<file path="config.mk">
export PLATFORM = sky130hd
export DESIGN_NAME = pfm_move_unit
export DESIGN_NICKNAME = d
export VERILOG_FILES = /design/src/hw/pfm_pkg.sv /design/src/hw/pfm_move_unit.sv
export SDC_FILE = /design/constraint.sdc
export NUM_CORES = 1
export LEC_CHECK = 0
export BUFFER_PORTS_ARGS = -buffer_cell sky130_fd_sc_hd__buf_4
export CELL_PAD_IN_SITES_DETAIL_PLACEMENT = 1
export CELL_PAD_IN_SITES_GLOBAL_PLACEMENT = 1
export CORE_ASPECT_RATIO = 1.75
export CORE_UTILIZATION = 30
export DETAILED_ROUTE_END_ITERATION = 8
export PLACE_DENSITY = 0.62
export SYNTH_ARGS = -nofsm -noshare
export SYNTH_HDL_FRONTEND = slang
export SYNTH_SLANG_ARGS = --single-unit
</file>
<file path="constraint.sdc">
create_clock -name mclk -period 10.45 [get_ports mclk]
set_input_delay 2.09 -clock mclk [delete_from_list [all_inputs] [get_ports mclk]]
set_output_delay 2.09 -clock mclk [all_outputs]
set_load 0.005 [all_outputs]
</file>
<file path="src/hw/pfm_pkg.sv">
// Shared constants and types for the page, flag and move instruction unit.
// Assumes a 16-bit instruction word and 4-bit data paths of a small core.
package pfm_pkg;

	localparam int DATA_W     = 4;
	localparam int ADDR_W     = 7;
	localparam int WSEL_W     = 4;
	localparam int OP5_W      = 5;
	localparam int OP9_W      = OP5_W + WSEL_W;
	localparam int PAGE_PTR_W = 3;
	localparam int WAKE_W     = 8;
	localparam int MEM_DEPTH  = 128;

	// Opcode prefixes
	localparam logic [OP5_W-1:0] OP5_IND_STORE = 5'h1b;
	localparam logic [OP9_W-1:0] OP_PAGE_LOAD  = 9'h0bb;
	localparam logic [OP9_W-1:0] OP_CARRY_COPY = 9'h1c8;
	localparam logic [OP9_W-1:0] OP_WAKE_UPPER = 9'h093;
	localparam logic [OP9_W-1:0] OP_WAKE_LOWER = 9'h092;
	localparam logic [OP9_W-1:0] OP_PAGE_READ  = 9'h0bf;
	localparam logic [OP9_W-1:0] OP_PORT_C     = 9'h09d;
	localparam logic [OP9_W-1:0] OP_SERIAL     = 9'h0be;

	// Reset values and field layout
	localparam logic [DATA_W-1:0] PAGE_RESET   = 4'h0;
	localparam logic [DATA_W-1:0] ACC_RESET    = 4'h0;
	localparam logic [WAKE_W-1:0] WAKE_RESET   = 8'h00;
	localparam logic [WAKE_W-1:0] WAKE_MASK    = 8'hf7;
	localparam logic [ADDR_W-1:0] WR_BASE      = 7'h00;
	localparam int                WAKE_LO_LSB  = 0;
	localparam int                WAKE_HI_LSB  = 4;

	// Wake-cause bit positions
	localparam int WAKE_DIV0_OVF   = 0;
	localparam int WAKE_TMR0_UNF   = 1;
	localparam int WAKE_PORT_C_CHG = 2;
	localparam int WAKE_RESERVED   = 3;
	localparam int WAKE_EXT_FALL   = 4;
	localparam int WAKE_TMR1_UNF   = 5;
	localparam int WAKE_SER_RX     = 6;
	localparam int WAKE_SER_TX     = 7;

	typedef struct packed
	{
		logic [OP5_W-1:0]  op5;
		logic [WSEL_W-1:0] wsel;
		logic [ADDR_W-1:0] addr;
	} pfm_instr_s;

	typedef struct packed
	{
		logic [DATA_W-1:0] port_c_change_flags;
		logic [DATA_W-1:0] serial_status_flags;
	} pfm_status_s;

	typedef enum {PFM_IDLE, PFM_STORE} pfm_state_e;

endpackage

</file>
<file path="src/hw/pfm_move_unit.sv">
// Execution unit for paged stores, page register moves and flag-to-accumulator moves.
// Assumes issue, events and status come from logic on mclk; owns the 128x4 data memory.
`timescale 1ns/1ps

module pfm_move_unit #(
	parameter int MEM_DEPTH = pfm_pkg::MEM_DEPTH
) (
	input  wire logic                        mclk,
	input  wire logic                        rst_n,
	input  wire logic                        instr_valid,
	input  wire pfm_pkg::pfm_instr_s         instr,
	output logic                             instr_ready,
	output logic                             instr_done,
	input  wire logic                        carry_flag,
	input  wire logic [pfm_pkg::WAKE_W-1:0]  wake_event,
	input  wire logic                        wake_clear,
	input  wire pfm_pkg::pfm_status_s        status_in,
	output logic [pfm_pkg::DATA_W-1:0]       acc,
	output logic                             zero_flag,
	output logic [pfm_pkg::DATA_W-1:0]       page_reg,
	input  wire logic [pfm_pkg::ADDR_W-1:0]  dbg_addr,
	output logic [pfm_pkg::DATA_W-1:0]       dbg_rdata
);

	// Direct and paged addresses both span the whole array, so nothing else is served
	if (MEM_DEPTH != (1 << pfm_pkg::ADDR_W))
	begin : g_depth_check
		$error("MEM_DEPTH must equal the 7-bit address space");
	end

	logic [pfm_pkg::DATA_W-1:0] mem [MEM_DEPTH];

	pfm_pkg::pfm_state_e          state_r;
	pfm_pkg::pfm_state_e          state_nxt;
	logic [pfm_pkg::DATA_W-1:0]   acc_r;
	logic [pfm_pkg::DATA_W-1:0]   acc_nxt;
	logic                         zf_r;
	logic                         zf_nxt;
	logic [pfm_pkg::DATA_W-1:0]   page_r;
	logic [pfm_pkg::DATA_W-1:0]   page_nxt;
	logic [pfm_pkg::WAKE_W-1:0]   wake_r;
	logic [pfm_pkg::WAKE_W-1:0]   wake_nxt;
	logic [pfm_pkg::ADDR_W-1:0]   ptr_r;
	logic [pfm_pkg::ADDR_W-1:0]   ptr_nxt;
	logic [pfm_pkg::DATA_W-1:0]   hold_r;
	logic [pfm_pkg::DATA_W-1:0]   hold_nxt;
	logic                         done_r;
	logic                         done_nxt;
	logic [pfm_pkg::DATA_W-1:0]   dbg_r;
	logic [pfm_pkg::DATA_W-1:0]   dbg_nxt;
	logic                         mem_we;
	logic [pfm_pkg::ADDR_W-1:0]   mem_waddr;
	logic [pfm_pkg::DATA_W-1:0]   mem_wdata;
	logic [pfm_pkg::OP9_W-1:0]    op9;
	logic [pfm_pkg::DATA_W-1:0]   move_and_acc_load_val;
	logic                         move_and_acc_load_hit;
	logic [pfm_pkg::DATA_W-1:0]   rdata;
	logic [pfm_pkg::DATA_W-1:0]   wr_data;

	assign op9         = {instr.op5, instr.wsel};
	assign rdata       = mem[instr.addr];
	assign wr_data     = mem[pfm_pkg::WR_BASE | {3'h0, instr.wsel}];
	assign instr_ready = (state_r == pfm_pkg::PFM_IDLE);
	assign instr_done  = done_r;
	assign acc         = acc_r;
	assign zero_flag   = zf_r;
	assign page_reg    = page_r;
	assign dbg_rdata   = dbg_r;

	// Source selection for the accumulator-and-word moves
	always_comb
	begin
		move_and_acc_load_val = 4'h0;
		move_and_acc_load_hit = 1'b1;
		case (op9)
			pfm_pkg::OP_CARRY_COPY: move_and_acc_load_val = {3'h0, carry_flag};
			pfm_pkg::OP_WAKE_UPPER: move_and_acc_load_val = wake_r[pfm_pkg::WAKE_HI_LSB +: 4];
			pfm_pkg::OP_WAKE_LOWER: move_and_acc_load_val = wake_r[pfm_pkg::WAKE_LO_LSB +: 4];
			pfm_pkg::OP_PAGE_READ:  move_and_acc_load_val = page_r;
			pfm_pkg::OP_PORT_C:     move_and_acc_load_val = status_in.port_c_change_flags;
			pfm_pkg::OP_SERIAL:     move_and_acc_load_val = status_in.serial_status_flags;
			default:                move_and_acc_load_hit = 1'b0;
		endcase
	end

	always_comb
	begin
		state_nxt = state_r;
		acc_nxt   = acc_r;
		zf_nxt    = zf_r;
		page_nxt  = page_r;
		ptr_nxt   = ptr_r;
		hold_nxt  = hold_r;
		done_nxt  = 1'b0;
		mem_we    = 1'b0;
		mem_waddr = '0;
		mem_wdata = '0;
		dbg_nxt   = mem[dbg_addr];
		// Set beats clear so an event in the clearing cycle survives; reads never clear
		wake_nxt  = ((wake_clear ? pfm_pkg::WAKE_RESET : wake_r) | wake_event)
			& pfm_pkg::WAKE_MASK;
		case (state_r)
			pfm_pkg::PFM_IDLE:
			begin
				if (instr_valid)
				begin
					if (instr.op5 == pfm_pkg::OP5_IND_STORE)
					begin
						// Pointer and source captured now; write lands next cycle
						ptr_nxt   = {page_r[pfm_pkg::PAGE_PTR_W-1:0], rdata};
						hold_nxt  = wr_data;
						state_nxt = pfm_pkg::PFM_STORE;
					end
					else if (op9 == pfm_pkg::OP_PAGE_LOAD)
					begin
						page_nxt = rdata;
						done_nxt = 1'b1;
					end
					else if (move_and_acc_load_hit)
					begin
						acc_nxt   = move_and_acc_load_val;
						zf_nxt    = (move_and_acc_load_val == 4'h0);
						mem_we    = 1'b1;
						mem_waddr = instr.addr;
						mem_wdata = move_and_acc_load_val;
						done_nxt  = 1'b1;
					end
					else
					begin
						// Foreign opcodes belong to other units
						done_nxt = 1'b0;
					end
				end
			end
			pfm_pkg::PFM_STORE:
			begin
				mem_we    = 1'b1;
				mem_waddr = ptr_r;
				mem_wdata = hold_r;
				done_nxt  = 1'b1;
				state_nxt = pfm_pkg::PFM_IDLE;
			end
			default:
			begin
				state_nxt = pfm_pkg::PFM_IDLE;
			end
		endcase
	end

	always_ff @(posedge mclk)
	begin
		if (!rst_n)
		begin
			state_r <= pfm_pkg::PFM_IDLE;
			acc_r   <= pfm_pkg::ACC_RESET;
			zf_r    <= 1'b0;
			page_r  <= pfm_pkg::PAGE_RESET;
			wake_r  <= pfm_pkg::WAKE_RESET;
			ptr_r   <= '0;
			hold_r  <= '0;
			done_r  <= 1'b0;
			dbg_r   <= '0;
		end
		else
		begin
			state_r <= state_nxt;
			acc_r   <= acc_nxt;
			zf_r    <= zf_nxt;
			page_r  <= page_nxt;
			wake_r  <= wake_nxt;
			ptr_r   <= ptr_nxt;
			hold_r  <= hold_nxt;
			done_r  <= done_nxt;
			dbg_r   <= dbg_nxt;
		end
	end

	// Memory contents are not reset, as in a plain RAM
	always_ff @(posedge mclk)
	begin
		if (mem_we)
			mem[mem_waddr] <= mem_wdata;
	end

endmodule

</file>
* Word-level counts from Yosys, hierarchy flattened
Memories as Yosys holds them, arrays and structs flattened. A register that Yosys moved wholly into a read port is not among the register bits.
Cells that the tools add are included.
** Word-level totals
- Bits in registers :: 26
- Bits in latches :: 0
- Bits in writable memories :: 512
- Bits in read-only memories :: 0
- Bits of input ports :: 44
- Word-level logic and storage cells :: 55
- Memories kept :: 1
** Operators by class
- $add $sub $neg :: 0
- Multipliers :: 0
- Div/mod/pow operators :: 0
- $lt $le $gt $ge :: 0
- Equality and inequality tests :: 8
- Shift operators :: 0
- Mux-type cells :: 24
- Bitwise logic cells :: 3
- Reduce and logical (&&, ||, !) cells :: 11
** Memory list
- mem :: words 128, width 4, rd ports 3, clocked after memory_dff 2, wr ports 1, line pfm_move_unit.sv:31 : logic [pfm_pkg::DATA_W-1:0] mem [MEM_DEPTH];
** Operator list (number)
- $logic_not A32 Y1 :: 2
- $eq A9 B8 Y1 const B :: 6
- $mux W7 :: 4
- $pmux W4 S6 :: 1
- $mux W4 :: 4
- $pmux W7 S2 :: 1
- $mux W1 :: 10
- $eq A9 B9 Y1 const B :: 1
- $mux W8 :: 1
- $or A8 B8 Y8 :: 1
- $pmux W4 S2 :: 1
- $reduce_or A6 Y1 :: 1
- $eq A5 B5 Y1 const B :: 1
- $reduce_and A5 Y1 :: 1
- $logic_not A4 Y1 :: 1
- $pmux W1 S2 :: 2
- $reduce_and A2 Y1 :: 2
- $reduce_and A4 Y1 :: 1
- $reduce_and A3 Y1 :: 1
- $logic_not A1 Y1 :: 2
- $not A1 Y1 :: 2

* Logic depth before layout (Yosys ltp)
Gate-level depths: netlist of run 1.
- Depth in word-level cells :: 10
- Depth in mapped cells :: 11

* Worst setup path before layout of run 1
Ideal clock, no wire load.
- Path type :: input port to flip-flop
- Start point :: input instr[10] in the netlist's numbering
- End point :: memory mem[0][3] in the netlist's numbering (data pin)
- Arrival time :: 8.191 ns
- Data required time :: 9.253 ns
- Path slack :: 1.063 ns
- Cell stages on the path :: 8
- Buffers on the path :: 3
- Cells stage by stage :: buf_2 nor3_2 nand3_1 a21oi_2 buf_4 o21ai_4 buf_4 o21ai_0
** On the way
- Longest elaborated chain between the ends :: 8
- Elaborated cells between the ends (all ways) :: 15
** Ends and longest elaborated chain
- start, declared :: line pfm_move_unit.sv:11 : input wire pfm_pkg::pfm_instr_s instr,
- $eq A9 B8 Y1 / $eq A9 B9 Y1 (equally long branches) :: line pfm_move_unit.sv:75 : case (op9)
- $reduce_or A6 Y1 (no source line)
- $mux W1 :: line pfm_move_unit.sv:75
- $mux W4 :: line pfm_move_unit.sv:119 : else if (move_and_acc_load_hit)
- $mux W4 (*) :: line pfm_move_unit.sv:114 : else if (op9 == pfm_pkg::OP_PAGE_LOAD)
- $mux W4 (*) :: line pfm_move_unit.sv:107 : if (instr.op5 == pfm_pkg::OP5_IND_STORE)
- $mux W4 (*) :: line pfm_move_unit.sv:105 : if (instr_valid)
- $pmux W4 S2 (*) :: line pfm_move_unit.sv:102 : case (state_r)
- net mem_wdata, one bit :: line pfm_move_unit.sv:53 : logic [pfm_pkg::DATA_W-1:0] mem_wdata;
- end, declared :: line pfm_move_unit.sv:31
Mark *: on every way through the listed nets, which the timed path passes. The rest lies on a longest branch.

* Final worst setup path of run 1
- Start point :: input instr[7] in the netlist's numbering
- End point :: memory mem[62][3] in the netlist's numbering, enable pin
** On the way
- Longest elaborated chain between the ends :: 10
- Elaborated cells between the ends (all ways) :: 21
** Ends and longest elaborated chain
- $eq A9 B8 Y1 / $eq A9 B9 Y1 (equally long branches) :: line pfm_move_unit.sv:75
- $reduce_or A6 Y1 (no source line)
- $mux W1 :: line pfm_move_unit.sv:75
- $mux W1 :: line pfm_move_unit.sv:119
- $mux W1 :: line pfm_move_unit.sv:114
- $mux W1 :: line pfm_move_unit.sv:107
- $mux W1 :: line pfm_move_unit.sv:105
- $pmux W1 S2 :: line pfm_move_unit.sv:102
- $mux W1 :: line pfm_move_unit.sv:181 : if (mem_we)
- $mux W1 (implied by the code) :: line pfm_move_unit.sv:182 : mem[mem_waddr] <= mem_wdata;
Several ways; a longest one is shown, not always the timed one.

==> results.py, run 1 <==
metrics = {
    "drt": {
        "wl_per_cell_um": 31.5,
        "drtIter0Drc": 1280,
        "drt-vias-per-instance": 5.73,
        "remaining_drc_errors": 0,
        "drt_first_pass_iters": 5,
        "vias": 17000,
        "drt-total-wl_um": 93700,
        "ant_nets": 0,
    },
    "final_layout": {
        "fillCellCount": 9021,
        "drive_above_1_share_pct": 20.1,
        "layout.cells.non_filler": 2971,
        "num_antenna_cells": 0,
        "multiInputGateArea_um2": 10100,
        "top_register": "mem",
        "seq_area_um2": 16000,
        "top_regs": "mem: 512 flops, ptr_r: 7 flops, wake_r: 7 flops",
        "largest_reg_flops": 512,
        "area_growth_pct": 11.1,
        "final_util_pct": 33.8,
        "fin_nets": 1810,
    },
    "global_routing": {
        "antenna_found_initial": 0,
        "grt_max_degree": 97,
        "grt_use_total_pct": 20.5,
        "grt_overflow": 0,
        "grt_pass1_vias": 18500,
        "grt_pass1_wl_um": 134000,
    },
    "synthesis": {
        "synth-main-ff-cell": "edfxtp_1",
        "synth_area_um2": 26900,
        "syn-instance-count": 1768,
        "synth_fa_ha_area_share_pct": 0,
        "synth_top_family_by_area": "multiplexers",
        "synthMuxAreaShare_pct": 22.7,
        "synth_compound_area_share_pct": 8.83,
        "yosysWarnings": 0,
        "syn-num-nets": 1812,
        "synth_simple_gate_area_share_pct": 5.91,
        "async_reset_ff_share_pct": 0,
        "synth_edf_count": 512,
        "syn_area_per_cell_um2": 15.2,
        "synth-xor-area-share_pct": 0,
        "synthDistinctLibCells": 66,
        "synth_seq_cells": 545,
        "synth-seq-area-share_pct": 59.6,
    },
    "setup_path": {
        "crit_path_end_kind": "flip-flop",
        "worstPathArrival_ns": 6.25,
        "required_ns": 10.68,
        "cp_max_fo": 29,
        "reg2reg_depth": 7,
        "crit_type": "input port to flip-flop",
        "critPathLaunchType": "input port",
    },
    "cts": {
        "cts_tree": "done",
        "cts_resized": 0,
        "cts_made_buffers": 49,
        "clk_pin_slew_ns": 0.06,
        "cts_setup_buffers": 0,
        "cts.path.max_buffers": 3,
        "cts.sinks": 545,
        "cts-root-buf": "clkbuf_16",
        "htreeDepth": 2,
        "clk_latency_ns": 0.60,
        "postCtsHoldBufs": 0,
    },
    "place": {
        "io_buffers": 57,
        "gp_congestion": 0.972,
        "dp_hpwl_um": 67000,
        "dp.cells": 2883,
    },
    "floorplanning": {
        "die-area_um2": 90900,
        "fp.dieW_um": 228,
        "row_count": 144,
        "coreArea_um2": 88500,
        "die_y_um": 398,
        "ioPinCount": 59,
        "floorplan.initialDensity_pct": 30.4,
    },
    "pwr": {
        "p_leak_nw": 8.92,
        "power-per-cell-area_nw_per_um2": 151,
        "irDropWorstVdd_mv": 0.107,
        "power_w": 0.00452,
    },
    "sta": {
        "rsz0062_at_grt": "false",
        "relSlewSlack_pct": 16.5,
        "setup_tns_ns": 0,
        "fin_crit_sh_pct": 57.7,
        "slew_violations": 0,
        "max_clock_freq_mhz": 166,
        "hold_violations": 0,
        "finalClockSkew_ns": 0.0157,
        "tightest_slew_ns": 1.25,
        "period_needed_ns": 6.03,
        "finalSetupViolCount": 0,
    },
    "outcome": {
        "status": "finished clean",
    },
    "worst_hold_path": {
        "hp-class": "flip-flop to flip-flop",
        "holdPathStages": 2,
    },
    "job": {
        "maxCapViolCount": 0,
    },
}
-- final cells by class --
type	count	area share (%)
sequential	545	53.7
clock inverter	28	0.992
multi-input combinational	1083	33.9
clock buffer	60	4.38
inverter	7	0.0879
timing repair buffer	80	2.06
tap	1168	4.89
-- worst max-delay path, cell delays in order --
cell and delay (ns):
buf_4 0.44, and4b_1 0.31, o21ai_1 0.08, and2b_1 0.31
o21a_1 0.34, a21boi_2 0.98, nand2_1 0.89, nor3_1 0.81
-- path summary, 6_finish.rpt --
kind / startpoint / end / slack, ns
min reg2reg: zero_flag / zero_flag / 0.46
max reg2reg: state_r[0] / mem[62][3] / 5.66
min: zero_flag / zero_flag / 0.46
max: instr[7] / mem[62][3] / 4.42
-- through the flow --
stage / worst slack [ns] / hold slack [ns] / instance area, µm²
after floorplan: 1.06 / 0.446 / 26900
after global placement: 4.03 / 0.447 / 28300
after detailed placement: 3.91 / 0.460 / 28300
after CTS: 4.54 / 0.469 / 29900
after global routing: 4.26 / 0.478 / 29900
final: 4.42 / 0.464 / 29900
-- Yosys cell counts, types with 18 or more instances --
| library cell | number | area (µm²) |
|---|---|---|
| dfxtp_1 | 33 | 661 |
| buf_2 | 38 | 190 |
| nand2_1 | 107 | 402 |
| o22ai_1 | 47 | 294 |
| a21oi_1 | 66 | 330 |
| buf_4 | 26 | 195 |
| nor3_1 | 57 | 285 |
| mux4_2 | 172 | 3870 |
| edfxtp_1 | 512 | 15400 |
| clkbuf_1 | 49 | 184 |
| a22oi_1 | 133 | 998 |
| nor2_1 | 120 | 450 |
| nor2b_1 | 18 | 113 |
| mux2i_1 | 213 | 2130 |
-- cell usage in the layout (no fill, tap or decap), drive strengths merged, types with 10 or more instances in the layout --
cell type / instances
a211oi: 16
a21boi: 10
a21oi: 67
a22o: 16
a22oi: 133
and2: 10
buf: 79
clkbuf: 61
clkinv: 17
dfxtp: 33
edfxtp: 512
inv: 11
mux2i: 213
mux4: 172
nand2: 107
nor2: 120
nor2b: 18
nor3: 59
o211ai: 10
o21ai: 17
o22ai: 47
-- kinds of logic (layout without fill, tap and decap cells) --
kind of cell | after synthesis | in the layout
AOI/OAI and AO/OA | 338 | 338
buffers and inverters | 140 | 175
DFF | 545 | 545
muxes | 394 | 394
and+or+nand+nor | 351 | 351
-- where the power goes --
group	internal [W]	switching [W]
logic	0.0000934	0.000181
registers	0.00235	0.00000175
clock network	0.00104	0.000849
-- routing by layer --
| metal | up-vias | GRT usage, % | part of all wire [%] | wire [µm] |
|---|---|---|---|---|
| met1 | 8902 | 19.4 | 32 | 29700 |
| met4 | 0 | 17.0 | 9.3 | 8740 |
| li1 | 7179 | - | - | - |
| met3 | 292 | 2.51 | 4.3 | 4050 |
| met2 | 658 | 39.3 | 55 | 51100 |
| met5 | - | 0 | 0 | 0 |
No activity file was read; power rests on OpenSTA's default activity.
==> inputs of run 2 (changes only) <==
--- a/config.mk
+++ b/config.mk
@@ -11,7 +11,7 @@
 export CORE_ASPECT_RATIO = 1.75
 export CORE_UTILIZATION = 30
 export DETAILED_ROUTE_END_ITERATION = 8
-export PLACE_DENSITY = 0.62
+export PLACE_DENSITY = 0.63
 export SYNTH_ARGS = -nofsm -noshare
 export SYNTH_HDL_FRONTEND = slang
 export SYNTH_SLANG_ARGS = --single-unit
==> constraint.sdc (replaced) <==
create_clock -name mclk -period 5.15 [get_ports mclk]
set_input_delay 1.03 -clock mclk [delete_from_list [all_inputs] [get_ports mclk]]
set_output_delay 1.03 -clock mclk [all_outputs]
set_load 0.005 [all_outputs]
==> run 2 against run 1 <==
Net effect: core utilization is 0.42 points higher; wire length is 0.98% lower; setup slack worse by 3.4 ns; die area stayed put; flip-flop and latch count stayed put; final cell count is 1.2% higher; first-iteration DRC count is 13% lower; clock skew is 0.010 ns higher; count of clock-buffer cells in the layout is 5 lower; non-clock buffer count is 37 higher; register-to-register slack worse by 4.3 ns.
==> results.py, run 2 (synthesis results as in run 1) <==
metrics = {
    "sta": {
        "finalClockSkew_ns": 0.0258,
        "period_needed_ns": 4.09,
        "setup_tns_ns": 0,
        "finalSetupViolCount": 0,
        "relSlewSlack_pct": 17.3,
        "max_clock_freq_mhz": 245,
        "fin_crit_sh_pct": 79.4,
        "rsz0062_at_grt": "false",
        "slew_violations": 0,
        "hold_violations": 0,
        "worst_slack_ns": 1.06,
        "tightest_slew_ns": 1.24,
    },
    "setup_path": {
        "required_ns": 5.36,
        "critPathMaxStageDelay_ns": 0.75,
        "crit_family": "simple AND/OR/NAND/NOR gates",
        "worst-path-buf-inv": 1,
        "worstPathArrival_ns": 4.30,
        "path_cells": "buf_4, and4b_1, nand3_1, a21oi_2, o211ai_1, a21oi_1, nand2_1, nor3_1",
        "crit_type": "input port to flip-flop",
        "cp_max_fo": 9,
        "cpMaxStageDelayCell": "nor3_1",
        "critPathLaunchType": "input port",
        "crit_path_end_kind": "flip-flop",
    },
    "final_layout": {
        "num_antenna_cells": 0,
        "top_regs": "mem: 512 flops, ptr_r: 7 flops, wake_r: 7 flops",
        "most-common-layout-cells": "edfxtp_1, mux2i_1, mux4_2, a22oi_1, nor2_1",
        "largest_reg_flops": 512,
        "fin_nets": 1846,
        "layout_commonest_cell": "edfxtp_1",
        "area_growth_pct": 12.5,
        "drive_above_1_share_pct": 22.0,
        "final_util_pct": 34.2,
        "top_register": "mem",
    },
    "global_routing": {
        "grt_overflow": 0,
        "grt_max_degree": 129,
        "grt_pass1_wl_um": 133000,
        "grt_use_total_pct": 20.4,
        "grt_pass1_vias": 18500,
        "antenna_found_initial": 0,
    },
    "floorplanning": {
        "fp.dieW_um": 228,
        "die-area_um2": 90900,
        "coreArea_um2": 88500,
        "ioPinCount": 59,
        "row_count": 144,
        "die_y_um": 398,
        "floorplan.initialDensity_pct": 30.4,
    },
    "cts": {
        "cts_setup_buffers": 0,
        "cts.path.max_buffers": 3,
        "cts.sinks": 545,
        "postCtsHoldBufs": 0,
        "htreeDepth": 2,
        "cts_tree": "done",
        "clk_pin_slew_ns": 0.07,
        "cts_made_buffers": 48,
        "clk_latency_ns": 0.61,
        "cts-root-buf": "clkbuf_16",
        "cts_resized": 0,
    },
    "drt": {
        "drt-total-wl_um": 92700,
        "vias": 17100,
        "remaining_drc_errors": 0,
        "drtIter0Drc": 1111,
        "wl_per_cell_um": 30.8,
        "ant_nets": 0,
        "drt-vias-per-instance": 5.67,
        "drt_first_pass_iters": 5,
    },
    "job": {
        "maxCapViolCount": 0,
    },
    "place": {
        "dp_slack_ns": 0.511,
        "io_buffers": 57,
        "dp_hpwl_um": 67500,
        "gp_congestion": 0.992,
    },
    "pwr": {
        "irDropWorstVdd_mv": 0.214,
        "p_leak_nw": 9.12,
        "power-per-cell-area_nw_per_um2": 302,
    },
    "outcome": {
        "status": "finished clean",
    },
    "worst_hold_path": {
        "hp-class": "flip-flop to flip-flop",
    },
}
-- run 2: cell count changes in the layout (fill, tap and decap cells not counted), sizes merged --
cell      delta
buf         +37
clkbuf       -5
clkinvlp     +4
clkinv       -2
bufinv       +1
inv          +1
-- run 2: per-stage QoR --
step | instance area (µm²) | hold WS (ns) | power [W] | cells
5_1_grt | 30300 | 0.491 | 0.00933 | 3007
3_5_place_dp | 28600 | 0.454 | 0.00544 | 2920
4_1_cts | 30300 | 0.463 | 0.00919 | 3007
6_report | 30300 | 0.463 | 0.00914 | 3007
2_1_floorplan | 26900 | 0.446 | 0.00523 | 1768
3_3_place_gp | 28600 | 0.448 | 0.00543 | 2920
-- run 2: worst min-delay path, delay by kind of cell, from the launching register on --
| kind | cells | cell delay (ns) |
|---|---|---|
| flip-flops | 1 | 0.31 |
| AND/OR/NAND/NOR | 1 | 0.05 |
| AO/OA/AOI/OAI | 1 | 0.05 |
-- run 2: final timing paths --
kind	start	to	slack [ns]	cells after the start
setup / recovery	instr[13]	mem[84][0]	1.06	8
hold / removal	acc[2]	acc[2]	0.46	2
setup reg to reg	state_r[0]	mem[101][3]	1.37	8
hold reg to reg	acc[2]	acc[2]	0.46	2
-- run 2: routing by layer --
metal	vias to the layer above	routed length (µm)	global-route usage (%)
met4	0	7980	16.0
met5	-	0	0
li1	7263	-	-
met2	611	51200	39.4
met1	8933	30000	19.3
met3	250	3630	2.29
-- run 2: area by class of cell --
| class | instances | area [µm²] |
|---|---|---|
| inverter | 7 | 26.3 |
| tap | 1168 | 1460 |
| timing repair buffer | 117 | 992 |
| clock buffer | 55 | 1230 |
| clock inverter | 32 | 377 |
| sequential | 545 | 16000 |
| multi-input combinational | 1083 | 10100 |
| fill | 9028 | 58200 |
-- run 2: power by group --
part           total (W)  leakage [nW]  switching (W)  internal [W]
Combinational   0.000571          3.99       0.000370      0.000201
Clock            0.00380         0.771        0.00171       0.00208
Sequential       0.00477          4.36     0.00000345       0.00477
